--- src/rtl/cntc_pkg.sv ---
// package of constants and types for the channel tuning control block
package cntc_pkg;

  // ****************************************
  // sizes
  // ****************************************
  localparam int NUM_CH = 6;
  localparam int ADDR_W = 12;
  localparam int TW_W = 16;

  // ****************************************
  // register offsets
  // ****************************************
  localparam logic [11:0] PAGE_ADDR = 12'h008;
  localparam logic [11:0] PATH_CFG_ADDR = 12'h130;
  localparam logic [11:0] TUNING_UPDATE_ADDR = 12'h131;
  localparam logic [11:0] TUNING_WORD_BYTE0_ADDR = 12'h132;
  localparam logic [11:0] TUNING_WORD_BYTE1_ADDR = 12'h133;

  // ****************************************
  // field positions, masks and reset values
  // ****************************************
  localparam int CFG_DC_INJECT_BIT = 0;
  localparam int CFG_SIDEBAND_BIT = 1;
  localparam int CFG_MODULUS_BIT = 2;
  localparam int CFG_OSC_EN_BIT = 6;
  localparam logic [7:0] CFG_WRITE_MASK = 8'h7f;
  localparam int UPD_REQUEST_BIT = 0;
  localparam int UPD_ACK_BIT = 1;
  localparam int UPD_SYNC_EDGE_BIT = 2;
  localparam logic [7:0] CFG_RESET = 8'h00;
  localparam logic [15:0] TW_RESET = 16'h0000;
  localparam logic [5:0] PAGE_RESET = 6'h01;

  // ****************************************
  // types
  // ****************************************
  typedef enum logic [0:0] {
    LOAD_IDLE = 1'b0,
    LOAD_ARMED = 1'b1
  } cntc_load_e;

  typedef struct packed {
    logic osc_enable;
    logic modulus_enable;
    logic sideband_select;
    logic test_tone_dc_inject;
    logic [15:0] dc_level;
    logic [15:0] active_tuning_word;
    logic load_pulse;
  } cntc_ctrl_s;

endpackage

--- src/rtl/cntc_channel.sv ---
// one channel copy of the path configuration, tuning word and load logic
`timescale 1ns/1ps
module cntc_channel (
  input wire logic core_clk,
  input wire logic rst,
  input wire logic wr_sel,
  input wire logic [11:0] wr_addr,
  input wire logic [7:0] wr_data,
  input wire logic sync_rise,
  input wire logic [15:0] test_tone_level,
  output logic [7:0] cfg_q,
  output logic [7:0] update_q,
  output logic [15:0] tw_q,
  output cntc_pkg::cntc_ctrl_s ctrl
);

  // ****************************************
  // state
  // ****************************************
  logic [7:0] cfg_ff, nxt_cfg;
  logic req_ff, nxt_req;
  logic sync_edge_ff, nxt_sync_edge;
  logic ack_ff, nxt_ack;
  logic [15:0] tw_ff, nxt_tw;
  logic [15:0] active_ff, nxt_active;
  logic [15:0] dc_ff, nxt_dc;
  logic pulse_ff, nxt_pulse;
  cntc_pkg::cntc_load_e state_ff, nxt_state;
  logic req_rise;
  logic arm_start;
  logic load_now;

  // ****************************************
  // next values
  // ****************************************
  always_comb begin
    nxt_cfg = cfg_ff;
    nxt_req = req_ff;
    nxt_sync_edge = sync_edge_ff;
    nxt_tw = tw_ff;
    nxt_state = state_ff;
    req_rise = 1'b0;
    arm_start = 1'b0;
    load_now = 1'b0;
    if (wr_sel) begin
      case (wr_addr)
        cntc_pkg::PATH_CFG_ADDR: begin
          nxt_cfg = wr_data & cntc_pkg::CFG_WRITE_MASK;
        end
        cntc_pkg::TUNING_UPDATE_ADDR: begin
          nxt_req = wr_data[cntc_pkg::UPD_REQUEST_BIT];
          nxt_sync_edge = wr_data[cntc_pkg::UPD_SYNC_EDGE_BIT];
          // a 0 to 1 step of the request bit asks for a load, and a 0 to 1 step of the sync edge bit arms one
          req_rise = nxt_req & ~req_ff;
          arm_start = nxt_sync_edge & (req_rise | ~sync_edge_ff);
        end
        cntc_pkg::TUNING_WORD_BYTE0_ADDR: begin
          nxt_tw[7:0] = wr_data;
        end
        cntc_pkg::TUNING_WORD_BYTE1_ADDR: begin
          nxt_tw[15:8] = wr_data;
        end
        default: begin
          nxt_tw = tw_ff;
        end
      endcase
    end
    case (state_ff)
      cntc_pkg::LOAD_IDLE: begin
        if (arm_start) begin
          nxt_state = cntc_pkg::LOAD_ARMED;
        end else if (req_rise) begin
          load_now = 1'b1;
        end
      end
      cntc_pkg::LOAD_ARMED: begin
        if (sync_rise) begin
          load_now = 1'b1;
          nxt_state = cntc_pkg::LOAD_IDLE;
        end else if (!nxt_sync_edge) begin
          // a request edge that also clears the sync bit loads at once
          load_now = req_rise;
          nxt_state = cntc_pkg::LOAD_IDLE;
        end
      end
      default: begin
        nxt_state = cntc_pkg::LOAD_IDLE;
      end
    endcase
    // a new request clears the flag, the load itself sets it and wins
    nxt_ack = ack_ff;
    if (arm_start || req_rise) begin
      nxt_ack = 1'b0;
    end
    if (load_now) begin
      nxt_ack = 1'b1;
    end
    // written bytes reach the oscillator only at a load event
    nxt_active = load_now ? tw_ff : active_ff;
    nxt_pulse = load_now;
    nxt_dc = cfg_ff[cntc_pkg::CFG_DC_INJECT_BIT] ? test_tone_level : 16'h0000;
  end

  // ****************************************
  // registers
  // ****************************************
  always_ff @(posedge core_clk or posedge rst) begin
    if (rst) begin
      cfg_ff <= cntc_pkg::CFG_RESET;
      req_ff <= 1'b0;
      sync_edge_ff <= 1'b0;
      ack_ff <= 1'b0;
      tw_ff <= cntc_pkg::TW_RESET;
      active_ff <= cntc_pkg::TW_RESET;
      dc_ff <= 16'h0000;
      pulse_ff <= 1'b0;
      state_ff <= cntc_pkg::LOAD_IDLE;
    end else begin
      cfg_ff <= nxt_cfg;
      req_ff <= nxt_req;
      sync_edge_ff <= nxt_sync_edge;
      ack_ff <= nxt_ack;
      tw_ff <= nxt_tw;
      active_ff <= nxt_active;
      dc_ff <= nxt_dc;
      pulse_ff <= nxt_pulse;
      state_ff <= nxt_state;
    end
  end

  // ****************************************
  // outputs
  // ****************************************
  assign cfg_q = cfg_ff;
  assign update_q = {5'h00, sync_edge_ff, ack_ff, req_ff};
  assign tw_q = tw_ff;
  assign ctrl.osc_enable = cfg_ff[cntc_pkg::CFG_OSC_EN_BIT];
  assign ctrl.modulus_enable = cfg_ff[cntc_pkg::CFG_MODULUS_BIT];
  assign ctrl.sideband_select = cfg_ff[cntc_pkg::CFG_SIDEBAND_BIT];
  assign ctrl.test_tone_dc_inject = cfg_ff[cntc_pkg::CFG_DC_INJECT_BIT];
  assign ctrl.dc_level = dc_ff;
  assign ctrl.active_tuning_word = active_ff;
  assign ctrl.load_pulse = pulse_ff;

endmodule

--- src/rtl/cntc_top.sv ---
// paged register bank for the channel oscillator tuning controls
// ****************************************
// Functional notes
// - path config bit 1 picks the sideband, 0 upper and 1 lower (spectral flip).
// - path config bit 0 sends the test tone level as a constant into the oscillator input.
// - with update bit 2 set the load and oscillator reset wait for the next sync rising edge.
// - update bit 1 is a read-only flag that reads 1 once the tuning word is loaded.
// - a 0 to 1 step of update bit 0 loads the programmed tuning word.
// - tuning word bits 7:0 sit at 0x132 and bits 15:8 at 0x133, both resetting to zero.
// - with modulus off the oscillator runs at sample rate times word over two to the 48.
// - with modulus on the fraction delta over modulus is added to the word.
// - every control exists per channel and the page register at 0x008 picks the copies.
// - path config bit 2 enables fractional modulus operation for the channel.
// ****************************************
`timescale 1ns/1ps
module cntc_top (
  input wire logic core_clk,
  input wire logic rst,
  input wire logic [11:0] reg_addr,
  input wire logic reg_wr,
  input wire logic [7:0] reg_wdata,
  input wire logic reg_rd,
  output logic [7:0] reg_rdata,
  output logic reg_rvalid,
  input wire logic sysref_in,
  input wire logic [15:0] test_tone_level,
  output cntc_pkg::cntc_ctrl_s [cntc_pkg::NUM_CH-1:0] ch_ctrl
);

  // ****************************************
  // decode helpers
  // ****************************************
  function automatic logic [2:0] first_channel(input logic [5:0] page);
    logic [2:0] idx;
    idx = 3'h0;
    for (int i = cntc_pkg::NUM_CH - 1; i >= 0; i--) begin
      if (page[i]) begin
        idx = 3'(i);
      end
    end
    return idx;
  endfunction

  function automatic logic is_channel_addr(input logic [11:0] addr);
    return (addr == cntc_pkg::PATH_CFG_ADDR) || (addr == cntc_pkg::TUNING_UPDATE_ADDR) ||
      (addr == cntc_pkg::TUNING_WORD_BYTE0_ADDR) || (addr == cntc_pkg::TUNING_WORD_BYTE1_ADDR);
  endfunction

  // ****************************************
  // sync edge synchroniser
  // ****************************************
  logic sref_meta_ff, sref_sync_ff, sref_prev_ff;
  logic nxt_sref_meta, nxt_sref_sync, nxt_sref_prev;
  logic sync_rise;

  always_comb begin
    nxt_sref_meta = sysref_in;
    nxt_sref_sync = sref_meta_ff;
    nxt_sref_prev = sref_sync_ff;
    sync_rise = sref_sync_ff & ~sref_prev_ff;
  end

  always_ff @(posedge core_clk or posedge rst) begin
    if (rst) begin
      sref_meta_ff <= 1'b0;
      sref_sync_ff <= 1'b0;
      sref_prev_ff <= 1'b0;
    end else begin
      sref_meta_ff <= nxt_sref_meta;
      sref_sync_ff <= nxt_sref_sync;
      sref_prev_ff <= nxt_sref_prev;
    end
  end

  // ****************************************
  // channel page register
  // ****************************************
  logic [5:0] page_ff, nxt_page;

  always_comb begin
    nxt_page = page_ff;
    if (reg_wr && (reg_addr == cntc_pkg::PAGE_ADDR)) begin
      nxt_page = reg_wdata[5:0];
    end
  end

  always_ff @(posedge core_clk or posedge rst) begin
    if (rst) begin
      page_ff <= cntc_pkg::PAGE_RESET;
    end else begin
      page_ff <= nxt_page;
    end
  end

  // ****************************************
  // channel copies
  // ****************************************
  logic [7:0] cfg_q [cntc_pkg::NUM_CH];
  logic [7:0] update_q [cntc_pkg::NUM_CH];
  logic [15:0] tw_q [cntc_pkg::NUM_CH];

  for (genvar g = 0; g < cntc_pkg::NUM_CH; g++) begin : g_ch
    cntc_channel u_ch (
      .core_clk(core_clk),
      .rst(rst),
      .wr_sel(reg_wr & page_ff[g] & is_channel_addr(reg_addr)),
      .wr_addr(reg_addr),
      .wr_data(reg_wdata),
      .sync_rise(sync_rise),
      .test_tone_level(test_tone_level),
      .cfg_q(cfg_q[g]),
      .update_q(update_q[g]),
      .tw_q(tw_q[g]),
      .ctrl(ch_ctrl[g])
    );
  end

  // ****************************************
  // read path
  // ****************************************
  logic [7:0] rdata_ff, nxt_rdata;
  logic rvalid_ff, nxt_rvalid;
  logic [2:0] rd_ch;

  always_comb begin
    // reads come from the lowest selected channel copy
    rd_ch = first_channel(page_ff);
    nxt_rvalid = reg_rd;
    nxt_rdata = rdata_ff;
    if (reg_rd) begin
      case (reg_addr)
        cntc_pkg::PAGE_ADDR: nxt_rdata = {2'b00, page_ff};
        cntc_pkg::PATH_CFG_ADDR: nxt_rdata = cfg_q[rd_ch];
        cntc_pkg::TUNING_UPDATE_ADDR: nxt_rdata = update_q[rd_ch];
        cntc_pkg::TUNING_WORD_BYTE0_ADDR: nxt_rdata = tw_q[rd_ch][7:0];
        cntc_pkg::TUNING_WORD_BYTE1_ADDR: nxt_rdata = tw_q[rd_ch][15:8];
        default: nxt_rdata = 8'h00;
      endcase
    end
  end

  always_ff @(posedge core_clk or posedge rst) begin
    if (rst) begin
      rdata_ff <= 8'h00;
      rvalid_ff <= 1'b0;
    end else begin
      rdata_ff <= nxt_rdata;
      rvalid_ff <= nxt_rvalid;
    end
  end

  assign reg_rdata = rdata_ff;
  assign reg_rvalid = rvalid_ff;

endmodule

--- config.mk ---
export PLATFORM = sky130hd
export DESIGN_NAME = cntc_top
export DESIGN_NICKNAME = d
export VERILOG_FILES = /design/src/rtl/cntc_pkg.sv /design/src/rtl/cntc_channel.sv /design/src/rtl/cntc_top.sv
export SDC_FILE = /design/constraint.sdc
export NUM_CORES = 1
export LEC_CHECK = 0
export ABC_CLOCK_PERIOD_IN_PS = 15100
export BUFFER_PORTS_ARGS = -buffer_cell sky130_fd_sc_hd__buf_2
export CORE_MARGIN = 8
export CORE_UTILIZATION = 56
export CTS_CLUSTER_SIZE = 12
export DETAILED_ROUTE_END_ITERATION = 8
export PLACE_DENSITY = 0.81
export SYNTH_ARGS = -nofsm -noshare
export SYNTH_HDL_FRONTEND = slang
export SYNTH_SLANG_ARGS = --single-unit
export TNS_END_PERCENT = 50
--- constraint.sdc ---
create_clock -name core_clk -period 15.1 [get_ports core_clk]
set_input_delay 3.02 -clock core_clk [delete_from_list [all_inputs] [get_ports core_clk]]
set_output_delay 3.02 -clock core_clk [all_outputs]
set_load 0.03 [all_outputs]
==> results.md, run 1 <==
- Fillers: 1973
- Sink Count: 378
- Top_reg_cell synth: dfrtp_1
- Post-synthesis cell count: 1166
- Startpoint Class: input port
- WP data required: 15530 ps
- Final slew viol count: 0
- Die area: 0.03401 sq mm
- Setup violators final: 0
- Cell Area, Synth: 0.01588 sq mm
- Syn nets: 1207
- Worst hold-check path type: reg2reg
- Met3 WL post-DR: 3.939 mm
- R2R cell count: 6
- CTS tree: done
- Hold Path Sink: nxt_sref_prev$_DFF_PP0_
- CTS resizes: 0
- Number of synthesized flops with an enable pin: 0
- WP data arrival: 6220 ps
- Clk root buf: clkbuf_16
- DRT iter0 DRCs: 960
- Clock transition at the registers of the reported paths: 60 ps
- Most frequent cells in the layout: 377 x dfrtp_1, 271 x buf_2, 223 x mux2_2
- Worst-Skew Late Latency: 550 ps
- Per-cell routed wire length: 22.75 microns
- Max Used Layer: met4
- FMAX: 172.8 MHz
- RSZ-0062 raised after global routing: false
- Vias: 10288
- Async SR Flop Fraction: 100.0%
- Reg-to-reg setup timing slack: 11400 ps
- Total wire length: 40.82 mm
- Vias in the first global route: 10789
- Met2 Routed Length: 19.41 mm
- GRT Overall Usage: 23.97%
- Die span in x: 184.4 microns
- Final Cycle Share: 38.32%
- Die height: 184.4 microns
- Status: finished, final reports clean
- Syn Area/Cell: 13.62 sq um
- Via/cell ratio: 5.735
- Worst hold path depth: 0
- Hold Buf Count CTS: 0
- Synthesis-stage register bit count: 378
- Area Growth Syn to Fin: 16.15%
- Hold path start: nxt_sref_sync$_DFF_PP0_
- PortBufs: 271
- Tmin final: 5787 ps
- Max Cap Violations: 0
- Starting Density: 57.01%
- R2r endpoint: reg_rdata[2]$_DFFE_PP0P_
- Post-CTS Setup Inserts: 0
- Pwr dens: 107.1 mW/mm^2
- First-pass GRT wire length: 63.11 mm
- Crit path kind: in2reg
- Fin util: 66.22%
- Syn. warnings: 0
- Most common cell after layout, fill and taps aside: dfrtp_1
- Drt drc: 0
- M1 wire length: 16.01 mm
- Leakage: 9.872 nW
- Worst Skew: 27.94 ps
- HPWL Detailed: 28.41 mm
- CTS H-tree depth: 2
- Remaining Overflow, GRT: 0
- Worst r2r src: page_ff[1]$_DFFE_PP0P_
- Nets: 1436
- Slew Limit Headroom: 23.97%
- Post-placement cell count: 1731
- Share of cells above drive strength 1: 43.79%
- Worst-margin pin slew: 1140 ps
- N_diodes: 0
- Worst setup EP type: flip-flop
- Antenna violations before repair: 0
- Setup TNS Final: 0 ps
- Post-synth top area share: 59.40%
- Core Box Area: 0.02786 sq mm
- CTS Buffer Depth: 3
- Top fanout value on the critical path: 14
- Final Hold Viols: 0
- Global placement routability congestion: 0.9113
- Post-DRT Antenna Nets: 0
- Top post-synthesis cells by area: dfrtp_1 59%, mux2_2 16%, and2_1 3.8%
- Fin cells: 1794
- I/O pin cnt: 272
- Largest net degree at the start of global routing: 139
- Placed cell areas: 0.01724 sq mm
- Synth cell types: 53
- CTS Buf Count: 40
- Max IR drop VDD: 0.00008180 V
- Site row count: 61
- Fin area: 0.01845 sq mm
- Cell accounting for the most synthesized area: dfrtp_1
- Sequential-to-total area share from yosys stat: 59.57%
- 1st-pass router iterations: 6
- Tot Pwr: 1.976 mW
## critical path, cell delays in order
cell	delay [ps]
buf_2	90
or4_1	690
nor3_2	550
nand3b_1	640
nor2_1	800
mux2_2	420
## synth_stat cells, types with 15 or more instances
cell type / n
buf_4: 32
mux2i_1: 59
o21ai_0: 19
nor2_1: 33
a211oi_1: 15
and2_1: 96
clkbuf_1: 41
nand3_1: 17
nand2_1: 43
dfrtp_1: 377
mux2_4: 26
mux2_2: 223
## worst max path at each step
stage | depth (start not counted) | from | endpoint
final | 6 | reg_addr[6] | g_ch[0].u_ch.tw_q[6]$_DFFE_PP0P_
after global routing | 8 | reg_addr[6] | g_ch[2].u_ch.active_ff[7]$_DFFE_PP0P_
after CTS | 8 | reg_addr[6] | g_ch[2].u_ch.active_ff[7]$_DFFE_PP0P_
after detailed placement | 8 | reg_addr[6] | g_ch[2].u_ch.active_ff[7]$_DFFE_PP0P_
after global placement | 8 | reg_addr[6] | g_ch[2].u_ch.active_ff[7]$_DFFE_PP0P_
after floorplan | 1 | rst | g_ch[0].u_ch.ack_ff$_DFFE_PP0P_
## metal layers
metal / vias to the layer above / track usage [%]
li1: 4507 / -
met1: 5219 / 30.13
met2: 473 / 39.48
met3: 89 / 6.044
met4: 0 / 9.455
met5: - / 0
## metrics by stage
| step | worst slack (ps) | hold WS, ps |
|---|---|---|
| 2_1_floorplan | 1581 | 331.2 |
| 3_3_place_gp | 8854 | 340.0 |
| 3_5_place_dp | 8749 | 344.2 |
| 4_1_cts | 9336 | 357.6 |
| 5_1_grt | 9184 | 364.7 |
| 6_report | 9313 | 351.4 |
## registers in the layout (all words and copies together), names as in the netlist
signal	count
nxt_sref_sync	1
g_ch.u_ch.ack_ff	6
g_ch.u_ch.tw_q	96
g_ch.u_ch.dc_ff	96
g_ch.u_ch.state_ff	6
g_ch.u_ch.pulse_ff	6
g_ch.u_ch.active_ff	96
reg_rdata	8
sref_prev_ff	1
nxt_sref_prev	1
g_ch.u_ch.req_ff	6
reg_rvalid	1
g_ch.u_ch.cfg_q	42
g_ch.u_ch.sync_edge_ff	6
page_ff	6
## report_power, final
part | total, mW | internal, mW | switching, mW
clock | 0.911 | 0.524 | 0.387
combinational | 0.0500 | 0.00865 | 0.0413
sequential | 1.02 | 1.01 | 0.000818
total | 1.98 | 1.55 | 0.429
## final cells by class
class | instances | area (sq um) | area share [%]
sequential | 378 | 9460 | 51.29
multi-input combinational | 681 | 5822 | 31.56
timing repair buffer | 281 | 1431 | 7.760
clock buffer | 54 | 1094 | 5.928
tap | 378 | 473.0 | 2.564
clock inverter | 9 | 110.1 | 0.5969
inverter | 13 | 56.30 | 0.3052
## cell families (layout without fill, tap and decap cells)
logic type	count (synthesis)	after routing	synth area share, %
simple gates	265	265	9.320
flops	378	378	59.57
compound gates	104	104	4.640
buf+inv	107	357	3.916
mux	312	312	22.56
Power figures use the tool's default switching activity.
==> inputs of run 2 (changes only) <==
--- a/config.mk
+++ b/config.mk
@@ -5,13 +5,14 @@
 export SDC_FILE = /design/constraint.sdc
 export NUM_CORES = 1
 export LEC_CHECK = 0
-export ABC_CLOCK_PERIOD_IN_PS = 15100
+export ABC_AREA = 1
+export ABC_CLOCK_PERIOD_IN_PS = 5200
 export BUFFER_PORTS_ARGS = -buffer_cell sky130_fd_sc_hd__buf_2
 export CORE_MARGIN = 8
-export CORE_UTILIZATION = 56
+export CORE_UTILIZATION = 51
 export CTS_CLUSTER_SIZE = 12
 export DETAILED_ROUTE_END_ITERATION = 8
-export PLACE_DENSITY = 0.81
+export PLACE_DENSITY = 0.77
 export SYNTH_ARGS = -nofsm -noshare
 export SYNTH_HDL_FRONTEND = slang
 export SYNTH_SLANG_ARGS = --single-unit
==> constraint.sdc (replaced) <==
create_clock -name core_clk -period 5.2 [get_ports core_clk]
set_input_delay 1.04 -clock core_clk [delete_from_list [all_inputs] [get_ports core_clk]]
set_output_delay 1.04 -clock core_clk [all_outputs]
set_load 0.03 [all_outputs]
==> results.md, run 2 <==
- Synth cell types: 29
- Max IR drop VDD: 0.0002250 V
- Synthesis-stage register bit count: 378
- Worst setup margin: 2210 ps
- Worst hold path depth: 0
- HPWL Detailed: 32.03 mm
- Fin cells: 2504
- Vias in the first global route: 13023
- WP data required: 5680 ps
- Setup violators final: 0
- Site row count: 65
- Post-DRT Antenna Nets: 0
- I/O pin cnt: 272
- Total wire length: 46.32 mm
- DP Worst Slack: 1671 ps
- Xor/xnor share of the synthesized area: 0%
- Cell Area, Synth: 0.01599 sq mm
- Post-synth top area share: 59.02%
- Core Box Area: 0.03123 sq mm
- Syn. warnings: 0
- Adder-Cell Fraction of Synth Area: 0%
- Die area: 0.03726 sq mm
- Area fraction in compound gates after synthesis: 8.806%
- Post-CTS Setup Inserts: 0
- CTS resizes: 0
- CTS tree: done
- Final Hold Viols: 0
- Die height: 193.0 microns
- CP dominant cell by count: nand2_1
- Clk root buf: clkbuf_16
- Startpoint Class: input port
- FMAX: 334.5 MHz
- PortBufs: 271
- Max Cap Violations: 0
- N_diodes: 0
- Most frequent cells in the layout: 660 x nand2_1, 377 x dfrtp_1, 271 x buf_2
- WP data arrival: 3470 ps
- Top post-synthesis cells by area: dfrtp_1 59%, nand2_1 16%, o21ai_1 6.1%
- Reg-to-reg setup timing slack: 2390 ps
- Area Growth Syn to Fin: 16.54%
- GRT Overall Usage: 24.85%
- Nets: 2116
- Cell accounting for the most synthesized area: dfrtp_1
- CTS Buf Count: 41
- RSZ-0062 raised after global routing: false
- Sequential-to-total area share from yosys stat: 59.18%
- Pwr dens: 318.2 mW/mm^2
- Largest family of logic cells by synthesized area: simple AND/OR/NAND/NOR gates
- Most common cell after layout, fill and taps aside: nand2_1
- Clock transition at the registers of the reported paths: 50 ps
- Starting Density: 51.19%
- Hold Path Sink: nxt_sref_prev$_DFF_PP0_
- First-pass GRT wire length: 72.11 mm
- Hold path start: nxt_sref_sync$_DFF_PP0_
- R2R cell count: 16
- Worst setup EP type: flip-flop
- 1st-pass router iterations: 5
- Synth Area in Simple Gates: 22.22%
- Vias: 13128
- DRT iter0 DRCs: 1224
- Hold slack: 349.0 ps
- Critical Path Slowest Stage Cell: nand3_1
- Top post-synthesis cells by count: 661 x nand2_1, 377 x dfrtp_1, 233 x inv_1
- Remaining Overflow, GRT: 0
- Status: finished, final reports clean
- Global placement routability congestion: 0.9213
- Worst r2r src: page_ff[3]$_DFFE_PP0P_
- Worst-Skew Late Latency: 550 ps
- Most numerous cell in the Yosys netlist: nand2_1
- Drt drc: 0
- Worst hold-check path type: reg2reg
- Top fanout value on the critical path: 31
- Largest net degree at the start of global routing: 165
- Number of synthesized flops with an enable pin: 0
- Worst Skew: 13.46 ps
- Post-synthesis cell count: 1869
- CTS H-tree depth: 2
- Per-cell routed wire length: 18.50 microns
- Tot Pwr: 5.928 mW
- Worst-path cell chain: buf_2 > inv_1 > nand2_1 > nor2_2 > nand2_2 > nor2_8 > nand3_2 > nor2_1 > nand2_1 > o21ai_1 > nand3_1 > inv_1 > nand2_1 > nand2_1
- Async SR Flop Fraction: 100.0%
- Top_reg_cell synth: dfrtp_1
- Hold Buf Count CTS: 0
- R2r endpoint: reg_rdata[3]$_DFFE_PP0P_
- Crit path kind: in2reg
- Sink Count: 378
- Syn nets: 1910
- Tmin final: 2990 ps
- Final Cycle Share: 57.49%
- Slew Limit Headroom: 28.23%
- Mux contribution to synthesized area: 0%
- Post-placement cell count: 2434
- CP max stage delay: 760 ps
- Share of cells above drive strength 1: 18.22%
- Syn Area/Cell: 8.553 sq um
- Final slew viol count: 0
- Leakage: 10.39 nW
- Worst-margin pin slew: 1074 ps
- Fin area: 0.01863 sq mm
- Via/cell ratio: 5.243
- Antenna violations before repair: 0
- Placed cell areas: 0.01732 sq mm
- Die span in x: 193.0 microns
- CTS Buffer Depth: 3
-- run 2: how the worst max path moves through the flow --
stage | slack [ps] | depth (start not counted) | from | to
5_1_grt | 1890 | 14 | reg_addr[6] | g_ch[4].u_ch.active_ff[5]$_DFFE_PP0P_
2_1_floorplan | -920 | 1 | rst | g_ch[0].u_ch.ack_ff$_DFFE_PP0P_
6_report | 2210 | 14 | reg_addr[10] | g_ch[4].u_ch.active_ff[3]$_DFFE_PP0P_
4_1_cts | 2250 | 14 | reg_addr[10] | g_ch[4].u_ch.active_ff[3]$_DFFE_PP0P_
3_3_place_gp | 1820 | 14 | reg_addr[10] | g_ch[4].u_ch.active_ff[3]$_DFFE_PP0P_
3_5_place_dp | 1670 | 14 | reg_addr[10] | g_ch[4].u_ch.active_ff[5]$_DFFE_PP0P_
-- run 2: through the flow --
step	setup TNS [ps]	utilization [%]
2_1_floorplan	-345800	-
3_3_place_gp	0	55.45
3_5_place_dp	0	55.45
4_1_cts	0	59.65
5_1_grt	0	59.65
6_report	0	59.65
-- run 2: cell families after synthesis --
logic type	count (synthesis)
buffers and inverters	362
flip-flops	378
AND/OR/NAND/NOR	856
AO/OA/AOI/OAI	273
-- run 2: critical path: cells and delay by family --
family / cells / cell delay, ps
AO/OA/AOI/OAI: 1 / 80
buffers and inverters: 3 / 520
AND/OR/NAND/NOR: 10 / 1840
-- run 2: area by class of cell --
cell class | instances | area [sq um]
fillers | 2725 | 12600
flip-flops and latches | 378 | 9460
multi-input cells | 1129 | 4962
repair buffers | 282 | 1476
clock buffers | 60 | 1207
inverters | 243 | 915.9
well taps | 402 | 503.0
clock inverters | 10 | 103.9
-- run 2: where the power goes --
group | switching [mW] | internal, mW | total [mW]
logic | 0.130 | 0.0244 | 0.154
clock network | 1.17 | 1.66 | 2.83
registers | 0.000868 | 2.94 | 2.94
-- run 2: routing by layer --
| metal | wire, microns | track usage [%] | up-vias |
|---|---|---|---|
| met5 | 0 | 0 | - |
| met2 | 21250 | 39.99 | 618 |
| met1 | 19250 | 32.97 | 6192 |
| met4 | 1870 | 10.30 | 0 |
| li1 | - | - | 6192 |
| met3 | 3948 | 4.550 | 126 |
==> inputs of run 3 (changes only) <==
--- a/config.mk
+++ b/config.mk
@@ -5,14 +5,14 @@
 export SDC_FILE = /design/constraint.sdc
 export NUM_CORES = 1
 export LEC_CHECK = 0
-export ABC_AREA = 1
-export ABC_CLOCK_PERIOD_IN_PS = 5200
+export ABC_AREA = 0
+export ABC_CLOCK_PERIOD_IN_PS = 2900
 export BUFFER_PORTS_ARGS = -buffer_cell sky130_fd_sc_hd__buf_2
 export CORE_MARGIN = 8
-export CORE_UTILIZATION = 51
+export CORE_UTILIZATION = 56
 export CTS_CLUSTER_SIZE = 12
 export DETAILED_ROUTE_END_ITERATION = 8
-export PLACE_DENSITY = 0.77
+export PLACE_DENSITY = 0.81
 export SYNTH_ARGS = -nofsm -noshare
 export SYNTH_HDL_FRONTEND = slang
 export SYNTH_SLANG_ARGS = --single-unit
==> constraint.sdc (replaced) <==
create_clock -name core_clk -period 2.9 [get_ports core_clk]
set_input_delay 0.58 -clock core_clk [delete_from_list [all_inputs] [get_ports core_clk]]
set_output_delay 0.58 -clock core_clk [all_outputs]
set_load 0.03 [all_outputs]
==> results.md, run 3 (synthesis results as in run 1) <==
- GRT Overall Usage: 24.48%
- DRT iter0 DRCs: 949
- Global placement routability congestion: 0.8832
- Worst setup EP type: flip-flop
- Top fanout value on the critical path: 9
- WP data required: 3320 ps
- Via/cell ratio: 5.661
- Starting Density: 57.01%
- Final slew viol count: 0
- Comb pwr share: 2.7%
- CTS Buf Count: 40
- Die area: 0.03401 sq mm
- Register share of total power: 50.7%
- Vias in the first global route: 11122
- Worst hold-check path type: in2reg
- Max IR drop VDD: 0.0003417 V
- Antenna violations before repair: 0
- Worst-margin pin slew: 1293 ps
- Sink Count: 378
- CTS Buffer Depth: 3
- Worst Skew: 22.06 ps
- Clock group share of total power: 46.7%
- FMAX: 362.6 MHz
- Worst-Skew Late Latency: 530 ps
- RSZ-0062 raised after global routing: false
- Internal power: 8.244 mW
- Total wire length: 41.63 mm
- Clock transition at the registers of the reported paths: 60 ps
- First-pass GRT wire length: 64.63 mm
- Nets: 1509
- Reg-to-reg setup timing slack: 190 ps
- Pwr dens: 543.8 mW/mm^2
- CTS H-tree depth: 2
- Crit path kind: in2reg
- Sw frac: 21.00%
- CTS tree: done
- Final Hold Viols: 0
- Clk root buf: clkbuf_16
- Tot Pwr: 10.44 mW
- N_diodes: 0
- Most frequent cells in the layout: 377 x dfrtp_1, 271 x buf_2, 223 x mux2_2
- PortBufs: 271
- Hold slack: 164.0 ps
- Tmin final: 2758 ps
- Per-cell routed wire length: 22.30 microns
- Slew Limit Headroom: 13.63%
- Site row count: 61
- CTS resizes: 0
- Vias: 10569
- Remaining Overflow, GRT: 0
- Largest net degree at the start of global routing: 124
- Final Cycle Share: 95.11%
- Die height: 184.4 microns
- Fin util: 68.89%
- Max Cap Violations: 0
- Core Box Area: 0.02786 sq mm
- HPWL Detailed: 29.67 mm
- Setup violators final: 0
- Most common cell after layout, fill and taps aside: dfrtp_1
- Startpoint Class: input port
- Fillers: 1880
- I/O pin cnt: 272
- Post-DRT Antenna Nets: 0
- Status: finished, final reports clean
- Leakage: 10.30 nW
- 1st-pass router iterations: 5
- Psw: 2.191 mW
- Area Growth Syn to Fin: 20.84%
- Share of cells above drive strength 1: 46.61%
- Setup TNS Final: 0 ps
- Die span in x: 184.4 microns
- WP data arrival: 3180 ps
- Drt drc: 0
## run 3: power groups by stage
stage / clock, mW / combinational, mW / sequential, mW
floorplan: 0 / 0.145 / 5.39
global placement: 0 / 0.277 / 5.38
detailed placement: 0 / 0.283 / 5.38
CTS: 4.94 / 0.286 / 5.29
global route: 5.17 / 0.314 / 5.28
finish: 4.87 / 0.280 / 5.29
## run 3: metrics by stage
step	cell area, sq um	setup WS (ps)	std cells
after floorplan	15890	-2757	1166
final	19190	141.8	1867
after global placement	17940	-292.3	1803
after detailed placement	17940	-343.6	1803
after global routing	19190	92.77	1867
after CTS	19190	213.5	1867
## run 3: worst paths after layout
kind | endpoint | cells after the start | startpoint
max in group asynchronous | g_ch[5].u_ch.active_ff[12]$_DFFE_PP0P_ | 4 | rst
max reg2reg | reg_rdata[6]$_DFFE_PP0P_ | 6 | page_ff[5]$_DFFE_PP0P_
min reg2reg | nxt_sref_prev$_DFF_PP0_ | 0 | nxt_sref_sync$_DFF_PP0_
min in group asynchronous | g_ch[0].u_ch.tw_q[1]$_DFFE_PP0P_ | 3 | rst
min | nxt_sref_sync$_DFF_PP0_ | 1 | sysref_in
max | g_ch[1].u_ch.active_ff[5]$_DFFE_PP0P_ | 9 | reg_addr[6]
## run 3: worst max-delay path, cell delays in order
cell and delay, ps:
buf_2 90, or4_1 620, nor4_4 480, buf_4 200, nand2_2 60, or3_1 340, o21a_1 270, buf_4 220
mux2_4 300
## run 3: cell type report
cell class	count	area (sq um)	share of cell area, %
flip-flops and latches	378	9460	49.30
multi-input cells	681	5822	30.34
repair buffers	354	2145	11.17
clock buffers	55	1139	5.933
well taps	378	473.0	2.464
clock inverters	8	100.1	0.5216
inverters	13	52.55	0.2738
## run 3: layer usage
metal	GRT usage [%]	up-vias	part of all wire, %
met5	0	-	0
met4	8.228	0	3.1
met3	4.686	84	8.3
met2	40.98	479	48
met1	31.76	5360	40
li1	-	4646	-
## run 3: repair_timing
| item | CTS | global route |
|---|---|---|
| hold buffers | 1 | 0 |
| hold endpoints to repair | 3 | 0 |
| setup buffers | 0 | 0 |
| endpoints found under the setup margin | 0 | 0 |
